File: config.mk
export PLATFORM = sky130hd
export DESIGN_NAME = bha_arbiter
export DESIGN_NICKNAME = d
export VERILOG_FILES = /design/src/bha_pkg.sv /design/src/bha_out_decode.sv /design/src/bha_arbiter.sv
export SDC_FILE = /design/constraint.sdc
export NUM_CORES = 1
export LEC_CHECK = 0
export ABC_AREA = 0
export BUFFER_PORTS_ARGS = -buffer_cell sky130_fd_sc_hd__buf_2
export CAP_MARGIN = 20
export CELL_PAD_IN_SITES_DETAIL_PLACEMENT = 0
export CELL_PAD_IN_SITES_GLOBAL_PLACEMENT = 1
export CORE_ASPECT_RATIO = 0.8
export CORE_UTILIZATION = 44
export DETAILED_ROUTE_END_ITERATION = 8
export PLACE_DENSITY_LB_ADDON = 0.1
export RECOVER_POWER = 100
export SYNTH_ARGS = -nofsm -noshare
export SYNTH_HDL_FRONTEND = slang
export SYNTH_SLANG_ARGS = --single-unit
File: constraint.sdc
create_clock -name sys_clk -period 2.32 [get_ports sys_clk]
set_input_delay 0.348 -clock sys_clk [delete_from_list [all_inputs] [get_ports sys_clk]]
set_output_delay 0.348 -clock sys_clk [all_outputs]
set_load 0.05 [all_outputs]
File: src/bha_pkg.sv
package bha_pkg;

    // ------------------------------------------------------------
    // Arbiter states
    // ------------------------------------------------------------
    typedef enum logic [2:0] {
        st_idle,
        st_give_a,
        st_give_b,
        st_rearb_b,
        st_rearb_a,
        st_own_a,
        st_own_b
    } bha_state_t;

    localparam int BHA_NUM_STATES = 7;

    // ------------------------------------------------------------
    // Output vector layout
    // ------------------------------------------------------------
    localparam int BHA_OUT_W = 9;
    localparam int BHA_POS_HANDOVER = 8;
    localparam int BHA_POS_RELEASE = 7;
    localparam int BHA_POS_FLAGS = 0;

    // Outputs while held in reset: idle, processor owns the bus
    localparam logic [BHA_OUT_W-1:0] BHA_OUT_RESET = 9'h001;

    // ------------------------------------------------------------
    // Timing
    // ------------------------------------------------------------
    localparam int BHA_CLK_HZ = 10_000_000;
    localparam int BHA_STEP_NS = 40;
    localparam int BHA_CLK_NS = 1_000_000_000 / BHA_CLK_HZ;
    // Clocks per arbiter step, rounded down, at least one
    localparam int BHA_STEP_CYC =
        (BHA_STEP_NS / BHA_CLK_NS) < 1 ? 1 : (BHA_STEP_NS / BHA_CLK_NS);

endpackage

File: src/bha_out_decode.sv
module bha_out_decode
    import bha_pkg::*;
(
    // State in
    input wire bha_pkg::bha_state_t state,
    // Decoded outputs
    output logic [bha_pkg::BHA_OUT_W-1:0] outs
);
    import bha_pkg::*;

    always_comb begin
        outs = '0;
        // One-hot flag per state; enum order matches flag order
        for (int i = 0; i < BHA_NUM_STATES; i++) begin
            outs[BHA_POS_FLAGS + i] = (int'(state) == i);
        end
        case (state)
            st_idle: begin
                outs[BHA_POS_HANDOVER] = 1'b0;
                outs[BHA_POS_RELEASE] = 1'b0;
            end
            st_give_a, st_give_b, st_rearb_a, st_rearb_b: begin
                outs[BHA_POS_HANDOVER] = 1'b1;
                outs[BHA_POS_RELEASE] = 1'b1;
            end
            default: begin
                outs[BHA_POS_HANDOVER] = 1'b0;
                outs[BHA_POS_RELEASE] = 1'b1;
            end
        endcase
    end

endmodule

File: src/bha_arbiter.sv
// Behaviour
// - Reset leaves the arbiter idle with the processor owning the bus.
// - Handover and release levels are fixed per state.
// - Seven one-hot flags show the current state.
// - Idle: want without owns gives grant; owns goes own_a; else stay.
// - give_b: owns, or both low, goes own_b; else stay.
// - rearb_b: no want goes own_b; want without owns goes give_b.
// - own_a: want goes rearb_a; both low goes idle; else stay.
// - give_a, rearb_a and own_b advance unconditionally after one step.
// - Overlapping branch conditions resolve to the earliest listed.
// - Transitions are evaluated once per arbiter step of STEP_CYC clocks; the 40 ns default rounds down to zero and is raised to one 100 ns clock.
// - Outputs are registered and depend on the current state alone.
module bha_arbiter
    import bha_pkg::*;
#(
    parameter int STEP_CYC = BHA_STEP_CYC
)
(
    // Clock and reset
    input wire logic sys_clk,
    input wire logic rstn,
    // Master handshake, synchronous to sys_clk
    input wire logic master_bus_want,
    input wire logic master_owns_bus,
    // Handover control
    output logic handover_pulse,
    output logic cpu_bus_release,
    // State indicators
    output logic flag_idle,
    output logic flag_give_a,
    output logic flag_give_b,
    output logic flag_rearb_b,
    output logic flag_rearb_a,
    output logic flag_own_a,
    output logic flag_own_b
);
    import bha_pkg::*;

    // ------------------------------------------------------------
    // State
    // ------------------------------------------------------------
    typedef struct packed {
        bha_state_t state;
        logic [7:0] div;
        logic [BHA_OUT_W-1:0] outs;
    } bha_regs_t;

    localparam logic [7:0] DIV_LAST = 8'(STEP_CYC - 1);

    bha_regs_t s_reg;
    bha_regs_t s_next;
    logic step;
    bha_state_t nxt_state;
    logic [BHA_OUT_W-1:0] nxt_outs;

    // ------------------------------------------------------------
    // Step enable
    // ------------------------------------------------------------
    // One enable pulse per arbiter step; the state only moves on it
    assign step = (s_reg.div == DIV_LAST);

    // ------------------------------------------------------------
    // Next-state logic
    // ------------------------------------------------------------
    // If/else chains give priority by order, and the trailing
    // default needs no negated term.
    always_comb begin
        nxt_state = s_reg.state;
        case (s_reg.state)
            st_idle: begin
                if (master_bus_want && !master_owns_bus) begin
                    nxt_state = st_give_a;
                end else if (master_owns_bus) begin
                    nxt_state = st_own_a;
                end else begin
                    nxt_state = st_idle;
                end
            end
            st_give_a: begin
                nxt_state = st_give_b;
            end
            st_give_b: begin
                if (master_owns_bus
                    || (!master_bus_want && !master_owns_bus)) begin
                    nxt_state = st_own_b;
                end else begin
                    nxt_state = st_give_b;
                end
            end
            st_rearb_b: begin
                if (!master_bus_want) begin
                    nxt_state = st_own_b;
                end else if (master_bus_want && !master_owns_bus) begin
                    nxt_state = st_give_b;
                end else begin
                    nxt_state = st_rearb_b;
                end
            end
            st_rearb_a: begin
                nxt_state = st_rearb_b;
            end
            st_own_a: begin
                if (master_bus_want) begin
                    nxt_state = st_rearb_a;
                end else if (!master_bus_want && !master_owns_bus) begin
                    nxt_state = st_idle;
                end else begin
                    nxt_state = st_own_a;
                end
            end
            st_own_b: begin
                nxt_state = st_own_a;
            end
            default: begin
                nxt_state = st_idle;
            end
        endcase
    end

    // Outputs are decoded from the next state and registered with it,
    // so every pin is a flop that matches the current state.
    bha_out_decode u_dec (
        .state(nxt_state),
        .outs(nxt_outs)
    );

    always_comb begin
        s_next = s_reg;
        s_next.div = step ? 8'h00 : s_reg.div + 8'h01;
        if (step) begin
            s_next.state = nxt_state;
            s_next.outs = nxt_outs;
        end
    end

    always_ff @(posedge sys_clk) begin
        if (!rstn) begin
            s_reg.state <= st_idle;
            s_reg.div <= 8'h00;
            s_reg.outs <= BHA_OUT_RESET;
        end else begin
            s_reg <= s_next;
        end
    end

    // ------------------------------------------------------------
    // Output pins
    // ------------------------------------------------------------
    assign handover_pulse = s_reg.outs[BHA_POS_HANDOVER];
    assign cpu_bus_release = s_reg.outs[BHA_POS_RELEASE];
    assign flag_idle = s_reg.outs[BHA_POS_FLAGS + 0];
    assign flag_give_a = s_reg.outs[BHA_POS_FLAGS + 1];
    assign flag_give_b = s_reg.outs[BHA_POS_FLAGS + 2];
    assign flag_rearb_b = s_reg.outs[BHA_POS_FLAGS + 3];
    assign flag_rearb_a = s_reg.outs[BHA_POS_FLAGS + 4];
    assign flag_own_a = s_reg.outs[BHA_POS_FLAGS + 5];
    assign flag_own_b = s_reg.outs[BHA_POS_FLAGS + 6];

    // ------------------------------------------------------------
    // Checks
    // ------------------------------------------------------------
    property p_reset_idle;
        @(posedge sys_clk) !rstn |=> flag_idle && !cpu_bus_release;
    endproperty
    a_reset_idle: assert property (p_reset_idle)
        else $error("not idle after reset");

    property p_idle_levels;
        @(posedge sys_clk) disable iff (!rstn)
            flag_idle |-> !handover_pulse && !cpu_bus_release;
    endproperty
    a_idle_levels: assert property (p_idle_levels)
        else $error("idle drives handover or release");

    property p_own_levels;
        @(posedge sys_clk) disable iff (!rstn)
            (flag_own_a || flag_own_b) |-> !handover_pulse && cpu_bus_release;
    endproperty
    a_own_levels: assert property (p_own_levels)
        else $error("own state levels wrong");

    property p_onehot;
        @(posedge sys_clk) disable iff (!rstn)
            $onehot({flag_idle, flag_give_a, flag_give_b, flag_rearb_b,
                     flag_rearb_a, flag_own_a, flag_own_b});
    endproperty
    a_onehot: assert property (p_onehot)
        else $error("state flags not one-hot");

    property p_idle_grant;
        @(posedge sys_clk) disable iff (!rstn)
            step && flag_idle && master_bus_want && !master_owns_bus
            |=> flag_give_a && handover_pulse;
    endproperty
    a_idle_grant: assert property (p_idle_grant)
        else $error("idle did not start handover");

    property p_give_b_exit;
        @(posedge sys_clk) disable iff (!rstn)
            step && flag_give_b && master_owns_bus |=> flag_own_b;
    endproperty
    a_give_b_exit: assert property (p_give_b_exit)
        else $error("give_b did not go to own_b");

    property p_rearb_b_prio;
        @(posedge sys_clk) disable iff (!rstn)
            step && flag_rearb_b && !master_bus_want |=> flag_own_b;
    endproperty
    a_rearb_b_prio: assert property (p_rearb_b_prio)
        else $error("rearb_b did not go to own_b");

    property p_own_a_prio;
        @(posedge sys_clk) disable iff (!rstn)
            step && flag_own_a && master_bus_want && master_owns_bus
            |=> flag_rearb_a;
    endproperty
    a_own_a_prio: assert property (p_own_a_prio)
        else $error("own_a ignored want");

    property p_give_a_step;
        @(posedge sys_clk) disable iff (!rstn)
            step && flag_give_a |=> flag_give_b;
    endproperty
    a_give_a_step: assert property (p_give_a_step)
        else $error("give_a did not advance");

    property p_hold_between;
        @(posedge sys_clk) disable iff (!rstn)
            !$stable(s_reg.outs) |-> $past(step) || !$past(rstn);
    endproperty
    a_hold_between: assert property (p_hold_between)
        else $error("outputs moved between steps");

endmodule

==> results.py, run 1 <==
metrics = {
    "route": {
        "detail-route-antenna-nets": 0,
        "first_pass_iters": 4,
        "drc": 0,
        "drt_iter0_markers": 9,
        "wire_per_inst_um": 12.2,
        "wirelength_mm": 1.71,
        "vias_per_cell": 5.17,
        "vias": 724,
    },
    "clock_network": {
        "post_cts_resize_count": 0,
        "cts.sinks": 20,
        "cts_hold_buffers": 0,
        "clk_pin_slew_ps": 110,
        "clock_latency_ps": 300,
        "cts_made_buffers": 3,
        "post_cts_buffers": 0,
        "cts_tree": "done",
        "clk_path_buf_depth": 2,
        "clock-root-buffer": "clkbuf_4",
        "h-tree-depth": 1,
    },
    "floorplan": {
        "initial_core_util_pct": 48.2,
        "fp.dieW_um": 53.6,
        "boundaryPins": 13,
        "core_area_mm2": 0.00194,
        "die_height_um": 43.3,
        "rows": 14,
        "die_area_mm2": 0.00232,
    },
    "sta": {
        "relSlewSlack_pct": 59.7,
        "hold_violations": 0,
        "clock-skew-final_ps": 10.2,
        "rsz0062_at_grt": "no",
        "period_needed_ps": 1790,
        "whs_ps": 408,
        "period_share_pct": 77.1,
        "setup_viol": 0,
        "fmax_ghz": 0.559,
        "setup_slack_ps": 531,
        "tightestPinTransition_ps": 606,
        "slew_violations": 0,
        "setup_tns_ps": 0,
    },
    "final_layout": {
        "fin_util_pct": 52.7,
        "multi_input_area_um2": 494,
        "layout_commonest_cell": "dfxtp_1",
        "fin_nets": 123,
        "largest_reg_flops": 11,
        "antenna_cells": 0,
        "drive_above_1_share_pct": 10.3,
        "final_cell_mix": "dfxtp_1, nand2_1, nor2_1, clkbuf_1, nand3_1",
        "fill_cells": 200,
        "fin_cells": 140,
        "area_growth_pct": 9.35,
        "ff_latch_area_um2": 400,
    },
    "setup_path": {
        "crit_required_ps": 2570,
        "worstSetupPathType": "flip-flop to flip-flop",
        "arrival_ps": 2040,
        "path_max_fanout": 11,
        "cp-end-kind": "flip-flop",
        "r2r_cells": 7,
        "start_kind": "flip-flop",
    },
    "synthesis": {
        "ys.flop_type": "dfxtp_1",
        "ys_warn_count": 0,
        "syn_inst": 105,
        "syn_nets": 111,
        "async_reset_ff_share_pct": 0,
        "synth_edf_count": 0,
        "synthesis.area_um2": 937,
        "seq_area_frac_synth_pct": 42.7,
        "ys_ff_latch": 20,
        "avgSynthCellArea_um2": 8.93,
        "yosysUniqueCellTypes": 34,
    },
    "status": {
        "outcome": "complete, no violations",
    },
    "place": {
        "dp_slack_ps": 648,
        "port_buffers": 12,
        "dp.cells": 136,
        "gp_congestion": 0.778,
        "dp_hpwl_mm": 1.28,
    },
    "global_route": {
        "grt_pass1_vias": 648,
        "track_usage_pct": 17.3,
        "overflow": 0,
        "antenna_found_initial": 0,
        "grt_max_degree": 16,
        "grt_pass1_wl_mm": 2.83,
    },
    "power_and_ir_drop": {
        "powerDensity_mw_per_mm2": 992,
        "p_leak_nw": 0.399,
        "irDropWorstVdd_mv": 0.536,
    },
    "hold_path": {
        "hold_path_class": "primary input to flip-flop",
        "holdPathStages": 2,
    },
    "run": {
        "drv_cap": 0,
    },
}
[Yosys cell counts (2+ instances only)]
master     n  area [um2]
nand2_1   12        45.0
and3_1     3        18.8
inv_1      4        15.0
buf_4      2        15.0
nor2_1    11        41.3
clkbuf_1   2        7.51
o31ai_1    2        15.0
xnor2_1    3        26.3
a21boi_0   4        30.0
nand3b_1   2        15.0
nand3_1    8        40.0
xor2_1     5        43.8
o22ai_1    2        12.5
ha_1       2        25.0
and2_1     3        18.8
o21ai_0    2        10.0
dfxtp_1   20         400
nor3_1     2        10.0
[report_power, final]
group,leakage (nW),internal (W),switching (W)
registers,0.163,0.000394,0.0000536
logic,0.215,0.000122,0.000250
clock network,0.0210,0.0000956,0.000101
[area by class of cell]
| cell class | count | area share, % |
|---|---|---|
| flip-flops and latches | 20 | 39.1 |
| well taps | 24 | 2.93 |
| inverters | 4 | 1.47 |
| multi-input cells | 76 | 48.2 |
| repair buffers | 12 | 4.76 |
| clock buffers | 4 | 3.54 |
[critical path, stage by stage, from the launching register on]
cell and delay [ps]:
dfxtp_1 360, inv_1 70, ha_1 130, nor4b_2 210
and2_0 480, nand2_1 130, o31ai_1 230, and2_0 140
[per-layer routing]
layer / part of all wire [%] / track usage, % / up-vias
met5: 0 / 0 / -
met1: 55 / 24.2 / 328
met3: 2.9 / 6.45 / 2
met2: 41 / 23.8 / 11
met4: 1.1 / 6.32 / 0
li1: - / - / 383
[final timing paths]
kind / start / to / slack (ps)
min: rstn / s_reg[17] / 410
max reg2reg: s_reg[9] / flag_rearb_b / 530
max: s_reg[9] / flag_rearb_b / 530
min reg2reg: flag_idle / flag_idle / 460
[cell families (layout without fill, tap and decap cells)]
group	Yosys count	in the layout	share of synthesized area, %
and+or+nand+nor	46	46	24.7
DFF	20	20	42.7
AOI/OAI and AO/OA	18	18	15.2
buffers and inverters	9	20	4.54
xor gates and xnor gates	8	8	7.48
adders and majority gates	2	2	2.67
muxes	2	2	2.67
[stage by stage]
stage / power (W) / instance area [um2]
2_1_floorplan: 0.000767 / 937
3_3_place_gp: 0.000833 / 1000
3_5_place_dp: 0.000839 / 1000
4_1_cts: 0.00104 / 1040
5_1_grt: 0.00107 / 1020
6_report: 0.00102 / 1020
Power figures use the tool's default switching activity.
==> inputs of run 2 (changes only) <==
--- a/config.mk
+++ b/config.mk
@@ -5,13 +5,13 @@
 export SDC_FILE = /design/constraint.sdc
 export NUM_CORES = 1
 export LEC_CHECK = 0
-export ABC_AREA = 0
+export ABC_AREA = 1
 export BUFFER_PORTS_ARGS = -buffer_cell sky130_fd_sc_hd__buf_2
 export CAP_MARGIN = 20
 export CELL_PAD_IN_SITES_DETAIL_PLACEMENT = 0
 export CELL_PAD_IN_SITES_GLOBAL_PLACEMENT = 1
 export CORE_ASPECT_RATIO = 0.8
-export CORE_UTILIZATION = 44
+export CORE_UTILIZATION = 35
 export DETAILED_ROUTE_END_ITERATION = 8
 export PLACE_DENSITY_LB_ADDON = 0.1
 export RECOVER_POWER = 100
==> constraint.sdc (replaced) <==
create_clock -name sys_clk -period 1.5 [get_ports sys_clk]
set_input_delay 0.225 -clock sys_clk [delete_from_list [all_inputs] [get_ports sys_clk]]
set_output_delay 0.225 -clock sys_clk [all_outputs]
set_load 0.05 [all_outputs]
==> results.py, run 2 <==
metrics = {
    "global_route": {
        "track_usage_pct": 15.6,
        "antenna_found_initial": 0,
        "grt_max_degree": 12,
        "grt_pass1_wl_mm": 3.37,
        "overflow": 0,
        "grt_pass1_vias": 736,
    },
    "synthesis": {
        "synth_edf_count": 0,
        "yosysUniqueCellTypes": 25,
        "synth_most_common_cell": "nand2_1",
        "synthesis.area_um2": 942,
        "seq_area_frac_synth_pct": 42.5,
        "synth_top_area_share_pct": 42.5,
        "syn_nets": 134,
        "synth_area_leader_cell": "dfxtp_1",
        "ys.flop_type": "dfxtp_1",
        "synth.area.top_cells": "dfxtp_1, nand2_1, nor2_1",
        "async_reset_ff_share_pct": 0,
        "avgSynthCellArea_um2": 7.36,
        "syn_inst": 128,
        "ys_warn_count": 0,
        "synth_common_cells": "nand2_1, dfxtp_1, nor2_1",
        "ys_ff_latch": 20,
    },
    "route": {
        "wl_met2_um": 731,
        "drt_iter0_markers": 42,
        "detail-route-antenna-nets": 0,
        "dr_wl_met3_um": 84,
        "wire_per_inst_um": 10.7,
        "drc": 0,
        "top_layer_used": "met4",
        "vias": 810,
        "wirelength_mm": 1.93,
        "vias_per_cell": 4.50,
        "met1_length_mm": 1.10,
        "first_pass_iters": 4,
    },
    "sta": {
        "fmax_ghz": 0.745,
        "period_share_pct": 89.4,
        "rsz0062_at_grt": "no",
        "slew_violations": 0,
        "tightestPinTransition_ps": 592,
        "setup_viol": 0,
        "period_needed_ps": 1340,
        "clock-skew-final_ps": 6.95,
        "hold_violations": 0,
        "whs_ps": 193,
        "relSlewSlack_pct": 60.7,
        "setup_tns_ps": 0,
    },
    "setup_path": {
        "worstSetupPathType": "flip-flop to flip-flop",
        "reg2reg_slack_ps": 160,
        "path_buf_inv": 2,
        "reg2reg_to": "s_reg[14]",
        "cp_top_family": "simple AND/OR/NAND/NOR gates",
        "r2r-start": "s_reg[10]",
        "cp-end-kind": "flip-flop",
        "cp.depth": 7,
        "crit_path_end": "s_reg[14]",
        "cp_slowest_cell": "dfxtp_1",
        "path_max_fanout": 8,
        "cp_slowest_stage_delay_ps": 400,
        "cp-startpoint": "s_reg[10]",
        "start_kind": "flip-flop",
        "cp_cell_sequence": "inv_1, ha_1, nand4_2, nand2_2, inv_2, nand2_1, nor2_1",
        "r2r_cells": 7,
        "crit_required_ps": 1740,
        "arrival_ps": 1580,
    },
    "final_layout": {
        "fin_nets": 151,
        "antenna_cells": 0,
        "final_cell_mix": "nand2_1, nor2_1, dfxtp_1, inv_1, nand3_1",
        "fill_cells": 268,
        "drive_above_1_share_pct": 20.1,
        "area_growth_pct": 14.6,
        "layout_commonest_cell": "nand2_1",
        "largest_reg_flops": 11,
    },
    "floorplan": {
        "core_area_mm2": 0.00250,
        "fp.dieW_um": 60.0,
        "boundaryPins": 13,
        "die_height_um": 48.4,
        "initial_core_util_pct": 37.7,
        "rows": 16,
        "die_area_mm2": 0.00290,
    },
    "clock_network": {
        "cts_tree": "done",
        "cts.sinks": 20,
        "cts_made_buffers": 3,
        "post_cts_resize_count": 0,
        "h-tree-depth": 1,
        "clk_pin_slew_ps": 120,
        "cts_hold_buffers": 0,
        "clk_path_buf_depth": 2,
        "clock-root-buffer": "clkbuf_4",
        "post_cts_buffers": 0,
        "clock_latency_ps": 300,
    },
    "power_and_ir_drop": {
        "p_leak_nw": 0.478,
        "powerDensity_mw_per_mm2": 1520,
        "irDropWorstVdd_mv": 0.594,
    },
    "place": {
        "gp_congestion": 0.755,
        "dp_hpwl_mm": 1.47,
        "port_buffers": 12,
    },
    "hold_path": {
        "hp-start": "rstn",
        "holdPathStages": 2,
        "hold_path_class": "primary input to flip-flop",
    },
    "run": {
        "drv_cap": 0,
    },
    "status": {
        "outcome": "complete, no violations",
    },
}
-- run 2: changes by cell type after synthesis, sizes merged, moves of 4 or more --
cell,previous run,this run
inv,4,18
a21oi,2,6
nor2,11,19
nand2,12,33
a21boi,4,0
o21ai,2,7
xor2,5,1
-- run 2: per-layer routing --
metal  track usage, %  vias to the layer above
li1                 -                      439
met1             23.7                      352
met2             20.7                       17
met3             6.42                        2
met5                0                        -
met4             2.33                        0
-- run 2: logic make-up (layout without fill, tap and decap cells) --
family,count (synthesis),in the layout,synth area share (%)
AO/OA/AOI/OAI,14,14,7.97
XOR/XNOR,1,1,2.92
adder cells (fa/ha/maj),2,2,2.66
buffers and inverters,19,35,7.97
flip-flops,20,20,42.5
AND/OR/NAND/NOR,72,72,36.0
-- run 2: through the flow --
stage	setup slack, ps	std cells	instance area, um2	total power, W	util, %
6_report	158	180	1080	0.00164	43.2
5_1_grt	17.8	180	1080	0.00176	43.2
4_1_cts	106	180	1080	0.00167	43.3
3_5_place_dp	136	176	1050	0.00135	41.9
3_3_place_gp	106	176	1050	0.00135	41.9
2_1_floorplan	329	128	942	0.00121	-
-- run 2: worst register-to-register path: cells and delay by family, from the launching register on --
kind / cells / cell delay [ps]
adders and majority gates: 1 / 180
buffers and inverters: 2 / 210
DFF: 1 / 400
and+or+nand+nor: 4 / 490
-- run 2: worst min-delay path by stage --
stage                        to  slack (ps)
CTS                   flag_idle         180
global placement    flag_give_b         440
finish                flag_idle         190
floorplan             flag_idle         310
detailed placement   flag_own_b         450
global route          flag_idle         190
-- run 2: area by class of cell --
type                       instances  area [um2]  area share, %
clock buffer                       4        36.3           3.36
inverter                          18        67.6           6.26
multi-input combinational         89         464           43.0
sequential                        20         403           37.3
tap                               36        45.0           4.17
timing repair buffer              13        63.8           5.91
-- run 2: power breakdown --
part	switching, W	internal (W)
clock	0.000167	0.000148
sequential	0.0000876	0.000614
combinational	0.000456	0.000167
total	0.000710	0.000929
==> inputs of run 3 (changes only) <==
--- a/config.mk
+++ b/config.mk
@@ -11,7 +11,7 @@
 export CELL_PAD_IN_SITES_DETAIL_PLACEMENT = 0
 export CELL_PAD_IN_SITES_GLOBAL_PLACEMENT = 1
 export CORE_ASPECT_RATIO = 0.8
-export CORE_UTILIZATION = 35
+export CORE_UTILIZATION = 39
 export DETAILED_ROUTE_END_ITERATION = 8
 export PLACE_DENSITY_LB_ADDON = 0.1
 export RECOVER_POWER = 100
==> constraint.sdc (replaced) <==
create_clock -name sys_clk -period 1.3 [get_ports sys_clk]
set_input_delay 0 -clock sys_clk [delete_from_list [all_inputs] [get_ports sys_clk]]
set_output_delay 0 -clock sys_clk [all_outputs]
set_load 0.05 [all_outputs]
==> results.py, run 3 (same netlist as run 2, synthesis figures left out) <==
metrics = {
    "status": {
        "outcome": "finished with violations",
        "violations": "design-rule violations",
    },
    "final_layout": {
        "fin_nets": 159,
        "antenna_cells": 0,
        "drive_above_1_share_pct": 25.8,
        "area_growth_pct": 21.9,
        "layout_commonest_cell": "nand2_1",
        "largest_reg_flops": 11,
        "fin_util_pct": 51.9,
        "final_cell_mix": "nand2_1, nor2_1, dfxtp_1, inv_1, nand3_1",
        "fill_cells": 230,
    },
    "power_and_ir_drop": {
        "swShare_pct": 44.1,
        "p_clk_share_pct": 15.6,
        "seqPwrFrac_pct": 42.7,
        "p_int_w": 0.00105,
        "power_switching_w": 0.000831,
        "powerDensity_mw_per_mm2": 1640,
        "pwr-share-comb_pct": 41.8,
        "power_w": 0.00188,
        "irDropWorstVdd_mv": 0.682,
        "p_leak_nw": 0.512,
    },
    "global_route": {
        "overflow": 0,
        "antenna_found_initial": 0,
        "grt_max_degree": 11,
        "grt_pass1_vias": 677,
        "track_usage_pct": 16.3,
        "grt_pass1_wl_mm": 3.13,
    },
    "clock_network": {
        "clock_latency_ps": 300,
        "cts_made_buffers": 3,
        "clk_pin_slew_ps": 110,
        "cts_tree": "done",
        "cts.sinks": 20,
        "clock-root-buffer": "clkbuf_4",
        "h-tree-depth": 1,
        "clk_path_buf_depth": 2,
    },
    "setup_path": {
        "cp.depth": 7,
        "cp_slowest_cell": "dfxtp_2",
        "cp_top_family": "simple AND/OR/NAND/NOR gates",
        "cp-end-kind": "flip-flop",
        "r2r_cells": 7,
        "worstSetupPathType": "flip-flop to flip-flop",
        "path_max_fanout": 8,
        "path_buf_inv": 2,
        "crit_required_ps": 1510,
        "arrival_ps": 1430,
        "cp_cell_sequence": "inv_1, ha_1, nand4_4, nand2_4, inv_4, nand2_1, o21ai_1",
        "cp_slowest_stage_delay_ps": 350,
        "start_kind": "flip-flop",
    },
    "floorplan": {
        "boundaryPins": 13,
        "die_height_um": 46.0,
        "initial_core_util_pct": 42.5,
        "rows": 15,
        "die_area_mm2": 0.00262,
        "fp.dieW_um": 57.0,
        "core_area_mm2": 0.00221,
    },
    "place": {
        "gp_congestion": 0.720,
        "port_buffers": 12,
        "dp_hpwl_mm": 1.47,
    },
    "sta": {
        "period_share_pct": 94.1,
        "setup_viol": 0,
        "period_needed_ps": 1220,
        "fmax_ghz": 0.818,
        "clock-skew-final_ps": 6.66,
        "tightestPinTransition_ps": 601,
        "relSlewSlack_pct": 60.1,
        "hold_violations": 0,
        "slew_violations": 0,
        "rsz0062_at_grt": "no",
    },
    "route": {
        "first_pass_iters": 6,
        "wirelength_mm": 1.99,
        "detail-route-antenna-nets": 0,
        "vias": 835,
        "wire_per_inst_um": 11.3,
        "vias_per_cell": 4.74,
        "drt_iter0_markers": 27,
        "drc": 2,
    },
    "hold_path": {
        "holdPathStages": 5,
        "hold_path_class": "primary input to flip-flop",
    },
    "run": {
        "drv_cap": 0,
    },
}
-- run 3: cell types whose count changed in the layout (fill, tap and decap cells not counted), sizes merged --
cell	delta
dlygate4sd3	+1
clkbuf	+1
buf	+5
-- run 3: metrics by stage --
step	cells	TNS, ps	worst slack (ps)	cell area, um2	hold WS [ps]
floorplan	128	0	129	942	84.2
global placement	171	-395	-70.5	1080	301
detailed placement	171	-273	-49.9	1080	277
CTS	175	-0.511	-0.511	1120	150
global route	176	0	0.500	1150	190
finish	176	0	77.2	1150	149
-- run 3: final cells by class --
cell class	instances	area, um2	share of cell area (%)
inverters	18	72.6	6.32
multi-input cells	89	492	42.8
repair buffers	21	121	10.6
well taps	25	31.3	2.72
flip-flops and latches	20	409	35.6
clock buffers	3	22.5	1.96
-- run 3: worst paths after layout --
check | from | end | slack [ps]
worst min-delay path | master_bus_want | flag_rearb_a | 150
worst min register to register | flag_own_b | flag_own_b | 460
worst max-delay path | s_reg[9] | flag_rearb_b | 80
worst max register to register | s_reg[9] | flag_rearb_b | 80
-- run 3: worst min-delay path: stages --
cell	delay, ps
buf_2	120
nand4_1	100
inv_1	60
nor2_1	50
nor2_1	90
-- run 3: repair_timing --
| item | in CTS | in global routing |
|---|---|---|
| pin swaps | 0 | 2 |
| buffers inserted | 0 | 1 |
| hold buffers | 1 | 0 |
| endpoints found under the setup margin | 9 | 11 |
| endpoints found under the hold margin | 2 | 0 |
| resized for setup | 2 | 13 |
-- run 3: power groups by stage --
| stage | Clock, W | Sequential [W] | Combinational, W |
|---|---|---|---|
| floorplan | 0 | 0.00101 | 0.000392 |
| detailed placement | 0 | 0.000805 | 0.000780 |
| global route | 0.000332 | 0.000818 | 0.000852 |
| global placement | 0 | 0.000802 | 0.000779 |
| finish | 0.000293 | 0.000804 | 0.000787 |
| CTS | 0.000310 | 0.000792 | 0.000784 |
-- run 3: routing by layer --
metal  up-vias  wire (um)  track usage (%)
met5         -          0                0
met4         0         31             7.32
met3         4        121             5.97
met2        18        717             22.1
met1       355       1120             22.8
li1        458          -                -
